### src/pwm_sync_auto_consts.vh
// Constants for the automatic synchronous duty update block
// Assumes one 200 MHz clock and plain control ports, no register bus
// Contract
// - With unlock set, period and dead-time apply at next PWM period start.
// - Without unlock, period and dead-time stay at current values.
// - Unlock stays one after write until update, then reads zero.
// - Duty and update-period values apply automatically at update period end.
// - Update period lasts update_period_count plus one synchronous PWM periods.
// - Write-ready flag sets when ready, clears on second status read; the block clears it on the first status read.
// - Write-ready and DMA request at period end or chosen compare match.
// - Underrun sets when period ends before all duties written; clears on read.
// - Interrupt from each flag only when its mask bit is enabled.
// - Software waits write-ready; new update period applies after period end.
`ifndef PWM_SYNC_AUTO_CONSTS_VH
`define PWM_SYNC_AUTO_CONSTS_VH
`define NUM_CH 4
`define DUTY_W 16
`define PERIOD_W 16
`define DT_W 16
`define UPDATE_PERIOD_W 4
`define CMP_SEL_W 3
`define NUM_CMP 8
`define METHOD_W 2
`define METHOD_AUTO 2'h2
`define IDX_W 2
`endif

### src/pwm_flag_bit.v
// Sticky status flag with set-over-clear priority
// Assumes set and clear are single-cycle synchronous strobes
`timescale 1ns/10ps
module pwm_flag_bit (
    // Clock and reset
    input wire i_clk,
    input wire i_srst,
    // Control
    input wire i_set,
    input wire i_clr,
    // Flag
    output reg o_flag
);
    always @(posedge i_clk) begin
        if (i_srst) begin
            o_flag <= 1'b0;
        end else if (i_set) begin
            o_flag <= 1'b1;
        end else if (i_clr) begin
            o_flag <= 1'b0;
        end
    end
endmodule

### src/pwm_sync_auto_update.v
// Automatic duty and update-period refresh for synchronous PWM channels
// Assumes a period-start pulse from the counter, a DMA duty stream, processor shadows
`timescale 1ns/10ps
`include "pwm_sync_auto_consts.vh"
module pwm_sync_auto_update (
    // Clock and reset
    input wire i_clk,
    input wire i_srst,
    // Configuration
    input wire [`METHOD_W-1:0] i_sync_update_method,
    input wire [`NUM_CH-1:0] i_channel_sync_select,
    input wire i_channel_zero_enable,
    input wire i_request_trigger_mode,
    input wire [`CMP_SEL_W-1:0] i_request_compare_select,
    input wire [`NUM_CMP-1:0] i_compare_match,
    // PWM timing
    input wire i_period_start,
    // Processor shadow writes
    input wire i_period_wr,
    input wire [`PERIOD_W-1:0] i_period_wdata,
    input wire i_dead_time_wr,
    input wire [`DT_W-1:0] i_dead_time_wdata,
    input wire i_update_period_wr,
    input wire [`UPDATE_PERIOD_W-1:0] i_update_period_wdata,
    input wire i_unlock_wr,
    // Status read and mask
    input wire i_status_rd,
    input wire [1:0] i_second_irq_mask,
    // DMA duty stream
    input wire i_duty_valid,
    input wire [`DUTY_W-1:0] i_duty_data,
    output wire o_duty_ready,
    output wire o_dma_request,
    // Applied values
    output reg [`NUM_CH*`DUTY_W-1:0] o_duty,
    output reg [`PERIOD_W-1:0] o_period,
    output reg [`DT_W-1:0] o_dead_time,
    output reg [`UPDATE_PERIOD_W-1:0] o_update_period_count,
    // Status
    output wire o_update_unlock,
    output wire o_write_ready_flag,
    output wire o_update_underrun_flag,
    output wire o_irq
);
    reg [`PERIOD_W-1:0] period_shadow_reg;
    reg [`DT_W-1:0] dead_time_shadow_reg;
    reg [`UPDATE_PERIOD_W-1:0] update_period_shadow_reg;
    reg unlock_reg;
    reg running_reg;
    reg [`UPDATE_PERIOD_W-1:0] per_cnt_reg;
    reg [`UPDATE_PERIOD_W-1:0] per_cnt_next;
    reg [`NUM_CH-1:0] pending_reg;
    reg [`NUM_CH-1:0] pending_next;
    wire [`NUM_CH-1:0] first_oh;
    wire [`NUM_CH:0] lower_pending;
    wire [`NUM_CH*`DUTY_W-1:0] duty_shadow_all;
    wire pending_any;
    wire active;
    wire upd_end;
    wire cmp_hit;
    wire req_evt;
    wire accept;
    wire under_evt;
    wire apply_fixed;
    genvar g;

    // Acts only in the automatic method once started
    assign active = (i_sync_update_method == `METHOD_AUTO) && running_reg;
    assign pending_any = (pending_reg != {`NUM_CH{1'b0}});
    assign upd_end = active && i_period_start && (per_cnt_reg == o_update_period_count);
    assign cmp_hit = i_compare_match[i_request_compare_select];
    assign req_evt = active && (i_request_trigger_mode ? cmp_hit : upd_end);
    assign under_evt = upd_end && pending_any;
    assign apply_fixed = unlock_reg && i_period_start;
    // Word handshake
    assign accept = i_duty_valid && o_duty_ready;

    assign o_duty_ready = active && pending_any;
    assign o_dma_request = o_write_ready_flag && o_duty_ready;
    assign o_update_unlock = unlock_reg;

    // Lowest pending channel takes the next word
    assign lower_pending[0] = 1'b0;
    generate
        for (g = 0; g < `NUM_CH; g = g + 1) begin : gen_chan
            reg [`DUTY_W-1:0] duty_shadow_reg;
            assign first_oh[g] = pending_reg[g] && !lower_pending[g];
            assign lower_pending[g + 1] = lower_pending[g] || pending_reg[g];
            assign duty_shadow_all[g*`DUTY_W +: `DUTY_W] = duty_shadow_reg;

            always @(posedge i_clk) begin
                if (i_srst) begin
                    duty_shadow_reg <= {`DUTY_W{1'b0}};
                end else if (accept && first_oh[g]) begin
                    duty_shadow_reg <= i_duty_data;
                end
            end
        end
    endgenerate

    // Started by channel zero enable, stopped only by reset
    always @(posedge i_clk) begin
        if (i_srst) begin
            running_reg <= 1'b0;
        end else if (i_channel_zero_enable) begin
            running_reg <= 1'b1;
        end
    end

    always @* begin
        per_cnt_next = per_cnt_reg;
        if (!active) begin
            per_cnt_next = {`UPDATE_PERIOD_W{1'b0}};
        end else if (upd_end) begin
            per_cnt_next = {`UPDATE_PERIOD_W{1'b0}};
        end else if (i_period_start) begin
            per_cnt_next = per_cnt_reg + {{(`UPDATE_PERIOD_W-1){1'b0}}, 1'b1};
        end
    end

    // Period counter register
    always @(posedge i_clk) begin
        if (i_srst) begin
            per_cnt_reg <= {`UPDATE_PERIOD_W{1'b0}};
        end else begin
            per_cnt_reg <= per_cnt_next;
        end
    end

    // Refill pending mask at update end
    always @* begin
        pending_next = pending_reg;
        if (upd_end || !active) begin
            pending_next = i_channel_sync_select;
        end else if (accept) begin
            pending_next = pending_reg & ~first_oh;
        end
    end

    // Pending mask register
    always @(posedge i_clk) begin
        if (i_srst) begin
            pending_reg <= {`NUM_CH{1'b0}};
        end else begin
            pending_reg <= pending_next;
        end
    end

    // Processor shadow writes
    always @(posedge i_clk) begin
        if (i_srst) begin
            period_shadow_reg <= {`PERIOD_W{1'b0}};
            dead_time_shadow_reg <= {`DT_W{1'b0}};
            update_period_shadow_reg <= {`UPDATE_PERIOD_W{1'b0}};
        end else begin
            if (i_period_wr) begin
                period_shadow_reg <= i_period_wdata;
            end
            if (i_dead_time_wr) begin
                dead_time_shadow_reg <= i_dead_time_wdata;
            end
            if (i_update_period_wr) begin
                update_period_shadow_reg <= i_update_period_wdata;
            end
        end
    end

    always @(posedge i_clk) begin
        if (i_srst) begin
            unlock_reg <= 1'b0;
            o_period <= {`PERIOD_W{1'b0}};
            o_dead_time <= {`DT_W{1'b0}};
        end else if (apply_fixed) begin
            o_period <= period_shadow_reg;
            o_dead_time <= dead_time_shadow_reg;
            unlock_reg <= 1'b0;
        end else if (i_unlock_wr) begin
            unlock_reg <= 1'b1;
        end
    end

    always @(posedge i_clk) begin
        if (i_srst) begin
            o_duty <= {`NUM_CH*`DUTY_W{1'b0}};
            o_update_period_count <= {`UPDATE_PERIOD_W{1'b0}};
        end else if (upd_end) begin
            o_duty <= duty_shadow_all;
            // New update period after elapsed period
            o_update_period_count <= update_period_shadow_reg;
        end
    end

    pwm_flag_bit u_write_ready (
        .i_clk(i_clk),
        .i_srst(i_srst),
        .i_set(req_evt),
        .i_clr(i_status_rd),
        .o_flag(o_write_ready_flag)
    );

    pwm_flag_bit u_underrun (
        .i_clk(i_clk),
        .i_srst(i_srst),
        .i_set(under_evt),
        .i_clr(i_status_rd),
        .o_flag(o_update_underrun_flag)
    );

    assign o_irq = (o_write_ready_flag & i_second_irq_mask[0]) | (o_update_underrun_flag & i_second_irq_mask[1]);
endmodule

### config.mk
export PLATFORM = sky130hd
export DESIGN_NAME = pwm_sync_auto_update
export DESIGN_NICKNAME = d
export VERILOG_FILES = /design/src/pwm_flag_bit.v /design/src/pwm_sync_auto_update.v
export VERILOG_INCLUDE_DIRS = /design/src
export SDC_FILE = /design/constraint.sdc
export NUM_CORES = 1
export LEC_CHECK = 0
export BUFFER_PORTS_ARGS = -buffer_cell sky130_fd_sc_hd__buf_2
export CORE_MARGIN = 10
export CORE_UTILIZATION = 46
export CTS_CLUSTER_SIZE = 14
export DETAILED_ROUTE_END_ITERATION = 7
export PLACE_DENSITY = 0.68
export SLEW_MARGIN = 0
export SYNTH_ARGS = -nofsm -noshare
export SYNTH_HDL_FRONTEND = slang
export SYNTH_SLANG_ARGS = --single-unit
### constraint.sdc
create_clock -name i_clk -period 2.8 [get_ports i_clk]
set_input_delay 0.14 -clock i_clk [delete_from_list [all_inputs] [get_ports i_clk]]
set_output_delay 0.14 -clock i_clk [all_outputs]
set_load 0.02 [all_outputs]
## Word-level counts from Yosys, hierarchy flattened

Index checks and enable logic that the tools add are counted.

- Add/subtract/negate cells: 1
- Order comparisons: 1
- Equality and inequality tests: 2
- Muxes and demuxes: 8
- Bitwise logic cells: 6
- Reductions and logical operators: 29

Operators with widths:

| cell | count |
|---|---|
| $logic_and A1 B1 Y1 | 16 |
| $mux W4 | 2 |
| $reduce_bool A2 Y1 | 3 |
| $mux W1 | 5 |
| $add A4 B1 Y4 const B | 1 |
| $and A4 B4 Y4 | 1 |
| $eq A4 B4 Y1 | 1 |
| $logic_not A1 Y1 | 4 |
| $lt A3 B4 Y1 const B | 1 |
| $not A4 Y4 | 1 |
| $reduce_bool A4 Y1 | 1 |
| $bmux W1 S3 | 1 |
| $logic_or A1 B1 Y1 | 3 |
| $reduce_or A3 Y1 | 1 |
| $and A1 B1 Y1 | 2 |
| $eq A2 B2 Y1 const B | 1 |
| $reduce_or A2 Y1 | 1 |
| $not A1 Y1 | 1 |
| $or A1 B1 Y1 | 1 |

- Flip-flop bits (word level): 212
- Bits of input ports: 82
- Output and inout port bits: 106
- Logic and storage cells: 64

## Logic depth before layout (Yosys ltp)

- Depth in word-level cells: 8
- Gate-level depth with buffers: 7
- Depth with buffers taken out: 4

## By module

A second synthesis with hierarchy kept.

- Cells, all modules: 872
- Area total of the unflattened synthesis: 7,982.7 um^2

By module, submodules not included:

| module | times used | cells each | area each (um^2) | seq. area each (um^2) |
|---|---|---|---|---|
| pwm_sync_auto_update | 1 | 864 | 7,905.1 | 4,204.0 |
| pwm_flag_bit | 2 | 4 | 38.8 | 20.0 |

## Worst setup path after synthesis

OpenSTA, ideal clock, no wires.

- Kind: reg-to-reg
- From: register o_update_period_count[3]
- To: register o_duty[55]
- Library setup time: 0.132 ns
- Data arrival time: 1.416 ns
- Data required time: 2.668 ns
- Slack: 1.252 ns
- Cell stages (with the launch flop): 7
- Buffers on the path: 2
- Clock period less this slack: 1.548 ns
- Path through: dfxtp_1 nand2b_1 o2111ai_4 buf_6 buf_4 o31ai_1 a21oi_1

- Longest elaborated chain between the ends: 2

Ends and longest elaborated chain:

| what | line | source |
|---|---|---|
| start, declared | pwm_sync_auto_update.v:38 | `` output reg [`UPDATE_PERIOD_W-1:0] o_update_period_count, `` |
| start signal, assigned | pwm_sync_auto_update.v:185 | `` o_update_period_count <= {`UPDATE_PERIOD_W{1'b0}}; `` |
| start signal, assigned | pwm_sync_auto_update.v:189 | `o_update_period_count <= update_period_shadow_reg;` |
| $eq A4 B4 Y1 | pwm_sync_auto_update.v:70 | `assign upd_end = active && i_period_start && (per_cnt_reg == o_update_period_count);` |
| $logic_and A1 B1 Y1 | pwm_sync_auto_update.v:70 |  |
| end signal, assigned | pwm_sync_auto_update.v:184 | `` o_duty <= {`NUM_CH*`DUTY_W{1'b0}}; `` |
| end signal, assigned | pwm_sync_auto_update.v:187 | `o_duty <= duty_shadow_all;` |
| end, declared | pwm_sync_auto_update.v:35 | `` output reg [`NUM_CH*`DUTY_W-1:0] o_duty, `` |

Every way passes these cells.
A chain may end at the register's enable or synchronous reset.

## Final worst setup path

- From: register per_cnt_reg[1]
- To: register pending_reg[0]

- Longest elaborated chain between the ends: 4
- Elaborated cells between the ends (all ways): 5
- Classes of those cells: eq/ne: 1; mux: 1; reduce/logical: 3

Ends and longest elaborated chain:

| what | line | source |
|---|---|---|
| start, declared | pwm_sync_auto_update.v:50 | `` reg [`UPDATE_PERIOD_W-1:0] per_cnt_reg; `` |
| start signal, assigned | pwm_sync_auto_update.v:124 | `` per_cnt_reg <= {`UPDATE_PERIOD_W{1'b0}}; `` |
| start signal, assigned | pwm_sync_auto_update.v:126 | `per_cnt_reg <= per_cnt_next;` |
| $eq A4 B4 Y1 * | pwm_sync_auto_update.v:70 |  |
| $logic_and A1 B1 Y1 * | pwm_sync_auto_update.v:70 |  |
| $logic_or A1 B1 Y1 * | pwm_sync_auto_update.v:133 | `if (upd_end \|\| !active) begin` |
| $mux W4 or $reduce_bool A2 Y1 (tied branches) | -- |  |
| end signal, assigned | pwm_sync_auto_update.v:143 | `` pending_reg <= {`NUM_CH{1'b0}}; `` |
| end signal, assigned | pwm_sync_auto_update.v:145 | `pending_reg <= pending_next;` |
| end, declared | pwm_sync_auto_update.v:52 | `` reg [`NUM_CH-1:0] pending_reg; `` |

Every way passes the cells marked *; elsewhere a longest branch is shown, timed or not.

==> results.tsv <==
metric	value	unit
Cell Pwr Density	644	nW/um2
post-synthesis async set-or-reset flop share	0	
Initial DRT Pass Iterations	4	
mux contribution to synthesized area	0.0940	
final hold viol count	0	
cell family with most CP delay	compound AO/OA/AOI/OAI gates	
post-synth top area cell	dfxtp_1	
Setup crit end kind	flop	
commonest cells after routing, fill and taps aside	dfxtp_1 (212), buf_2 (186), nand2_1 (133), a21oi_1 (127), mux2i_1 (74)	
Tcrit/Tclk final	0.871	
number of synthesized flops with an enable pin	0	
initial antenna violation count	3	
Worst path max stage delay	0.71	ns
M2 GR Usage	0.321	
Antenna Violating Nets Remaining	0	
core area	17900	um2
clock slew at reported path FFs	0.06	ns
max cap viols	0	
Hold Path Cell Cnt	4	
yosys warns	0	
critical path class	flop to flop	
Final HPWL DP	16000	um
Setup Viol. Count Final	0	
Finished Layout Cells	1352	
Mapped Area	8360	um2
outcome	complete, no violations	
Final Wtd Congestion	0.795	
critical path data required time	3.25	ns
area delta synth->final	29.1	%
Buf/Inv on CP	2	
routing usage on met1	0.249	
compound-gate portion of the synthesized area	0.159	
H-tree levels	1	
DIE HEIGHT	155	um
sequential element share of the synthesized area	0.508	
peak supply drop	0.516	mV
quantity of I/O buffers inserted on ports	187	
drt wl/cell	18.6	um
Comb pwr share	0.068	
final instance area	10800	um2
clk_skew	0.0103	ns
clock sink count	212	
Setup Buffers After CTS	0	
Cell Chain, Critical Path	inv_2, o221ai_4, o31a_1, mux2i_1, dlygate4sd3_1	
WP data arrival	2.89	ns
predominant post-synthesis flop cell	dfxtp_1	
Area contributors post-synth	dfxtp_1 (51%), mux2i_1 (8.9%), a21oi_1 (7.6%)	
clock share of power	0.486	
row cnt	49	
sequential share of power	0.446	
Fin Setup TNS	0	ns
vias in the first global route	7359	
slowest CP cell	o221ai_4	
DRT Wirelength	25200	um
commonest non-fill, non-tap cell in the layout	dfxtp_1	
gr busiest metal	met2	
Sw Pwr	1560	uW
Starting DRT DRC Count	581	
Slew HR	0.409	
pin count of the biggest net entering global routing	112	
P_int	5390	uW
Avg Cell Area, Syn	9.21	um2
startpoint types	flop	
CP max FO	22	
root buf cell	clkbuf_16	
Initial Util	0.467	
DR vias/cell	5.42	
Simple-Gate Fraction of Synth Area	0.174	
Worst path depth	5	
cells on worst reg2reg path	5	
clock buffer depth	3	
post-route minimum period	2.44	ns
top cell type's share of synthesized area	0.508	
Leak	0.00440	uW
dpl cells	1246	
CTS buffer count	23	
post-synth net total	990	
post_cts resized	0	
Fmax	410	MHz
combinational family with the most area after synthesis	simple AND/OR/NAND/NOR gates	
I/O pin count	188	
Synth cell types	46	
GRT Total Usage	0.200	
full die area	24000	um2
layout cell share with drive strength beyond 1	0.236	
Adder-Cell Fraction of Synth Area	0.00150	
Slew Limit Fails	0	
met3 usage	0.0715	
Worst-Margin Slew	0.887	ns
RSZ-0062 raised after global routing	no	
first-pass GRT wire length	40000	um
DRC violations left	0	
DR vias	7332	
Synth Register Bits	212	
NumNets Final	1187	
XOR/XNOR Fraction of Synth Area	0.00419	
sw frac	0.224	
Placed Instance Area	9310	um2
CTS tree	yes	
Die X	155	um
Cells after Synth	907	
total grt overflow	0	
Worst-Skew Late Latency	0.51	ns
Hold Crit Class	input pin to flop	
[cells in the mapped netlist (2+ instances only)]
cell,number
a21oi_1,127
a21oi_2,6
and2_1,3
and3_1,2
and4b_1,2
buf_1,7
buf_2,40
buf_4,8
buf_6,7
clkbuf_1,30
dfxtp_1,212
inv_2,2
mux2i_1,74
mux4_2,2
nand2_1,133
nand2b_1,9
nand3_1,2
nand3b_1,2
nand4_1,70
nor2_1,71
nor3_1,4
o31ai_1,68
xnor2_1,3
[layer usage]
metal	wire length, um	vias up
met5	18	-
met4	624	2
met3	2450	43
met2	11600	277
met1	10500	3401
li1	-	3609
[power by group through the flow]
| stage | registers [uW] | logic (uW) | clock network, uW |
|---|---|---|---|
| 3_3_place_gp | 3160 | 402 | 0 |
| 3_5_place_dp | 3160 | 403 | 0 |
| 6_report | 3100 | 475 | 3380 |
| 2_1_floorplan | 3170 | 237 | 0 |
| 5_1_grt | 3100 | 514 | 3530 |
| 4_1_cts | 3100 | 471 | 3410 |
[worst min-delay path, stage by stage]
cell     delay [ns]
buf_2          0.13
nand2_1        0.05
o21ai_0        0.06
mux2i_1        0.11
[logic make-up after synthesis]
| kind of cell | count (synthesis) |
|---|---|
| XOR/XNOR | 4 |
| AND/OR/NAND/NOR | 307 |
| multiplexers | 76 |
| adder cells (fa/ha/maj) | 1 |
| flip-flops | 212 |
| buffers and inverters | 96 |
| AO/OA/AOI/OAI | 211 |
[worst paths after layout]
check,startpoint,endpoint,slack [ns]
worst min-delay path,i_duty_valid,pending_reg[1]$_SDFFE_PP0P_,0.03
worst min register to register,dead_time_shadow_reg[5]$_SDFFE_PP0P_,o_dead_time[5]$_SDFFE_PP0P_,0.45
worst max register to register,per_cnt_reg[1]$_SDFFE_PP0P_,pending_reg[0]$_SDFFE_PP0P_,0.36
worst max-delay path,per_cnt_reg[1]$_SDFFE_PP0P_,pending_reg[0]$_SDFFE_PP0P_,0.36
[layout make-up]
cell class	count	area, um2
Antenna cell	2	5.00
Clock buffer	32	669
Clock inverter	10	183
Fill cell	1559	7110
Inverter	3	11.3
Multi-Input combinational cell	599	3620
Sequential cell	212	4240
Tap cell	229	287
Timing Repair Buffer	265	1770
[per-stage QoR]
step                total power [uW]  worst slack (ns)   util  hold WS, ns
finish                          6950             0.362  0.603       0.0330
global route                    7140             0.218  0.603       0.0439
global placement                3560             0.835  0.520        0.354
CTS                             6980             0.368  0.602       0.0226
floorplan                       3410              1.25      -        0.256
detailed placement              3570             0.800  0.520        0.379
[repair_timing]
action                                  4_1_cts  5_1_grt
hold buffers                                 62        0
endpoints found under the hold margin        94        0
endpoints found under the setup margin        0        0
No activity file was read; power rests on OpenSTA's default activity.
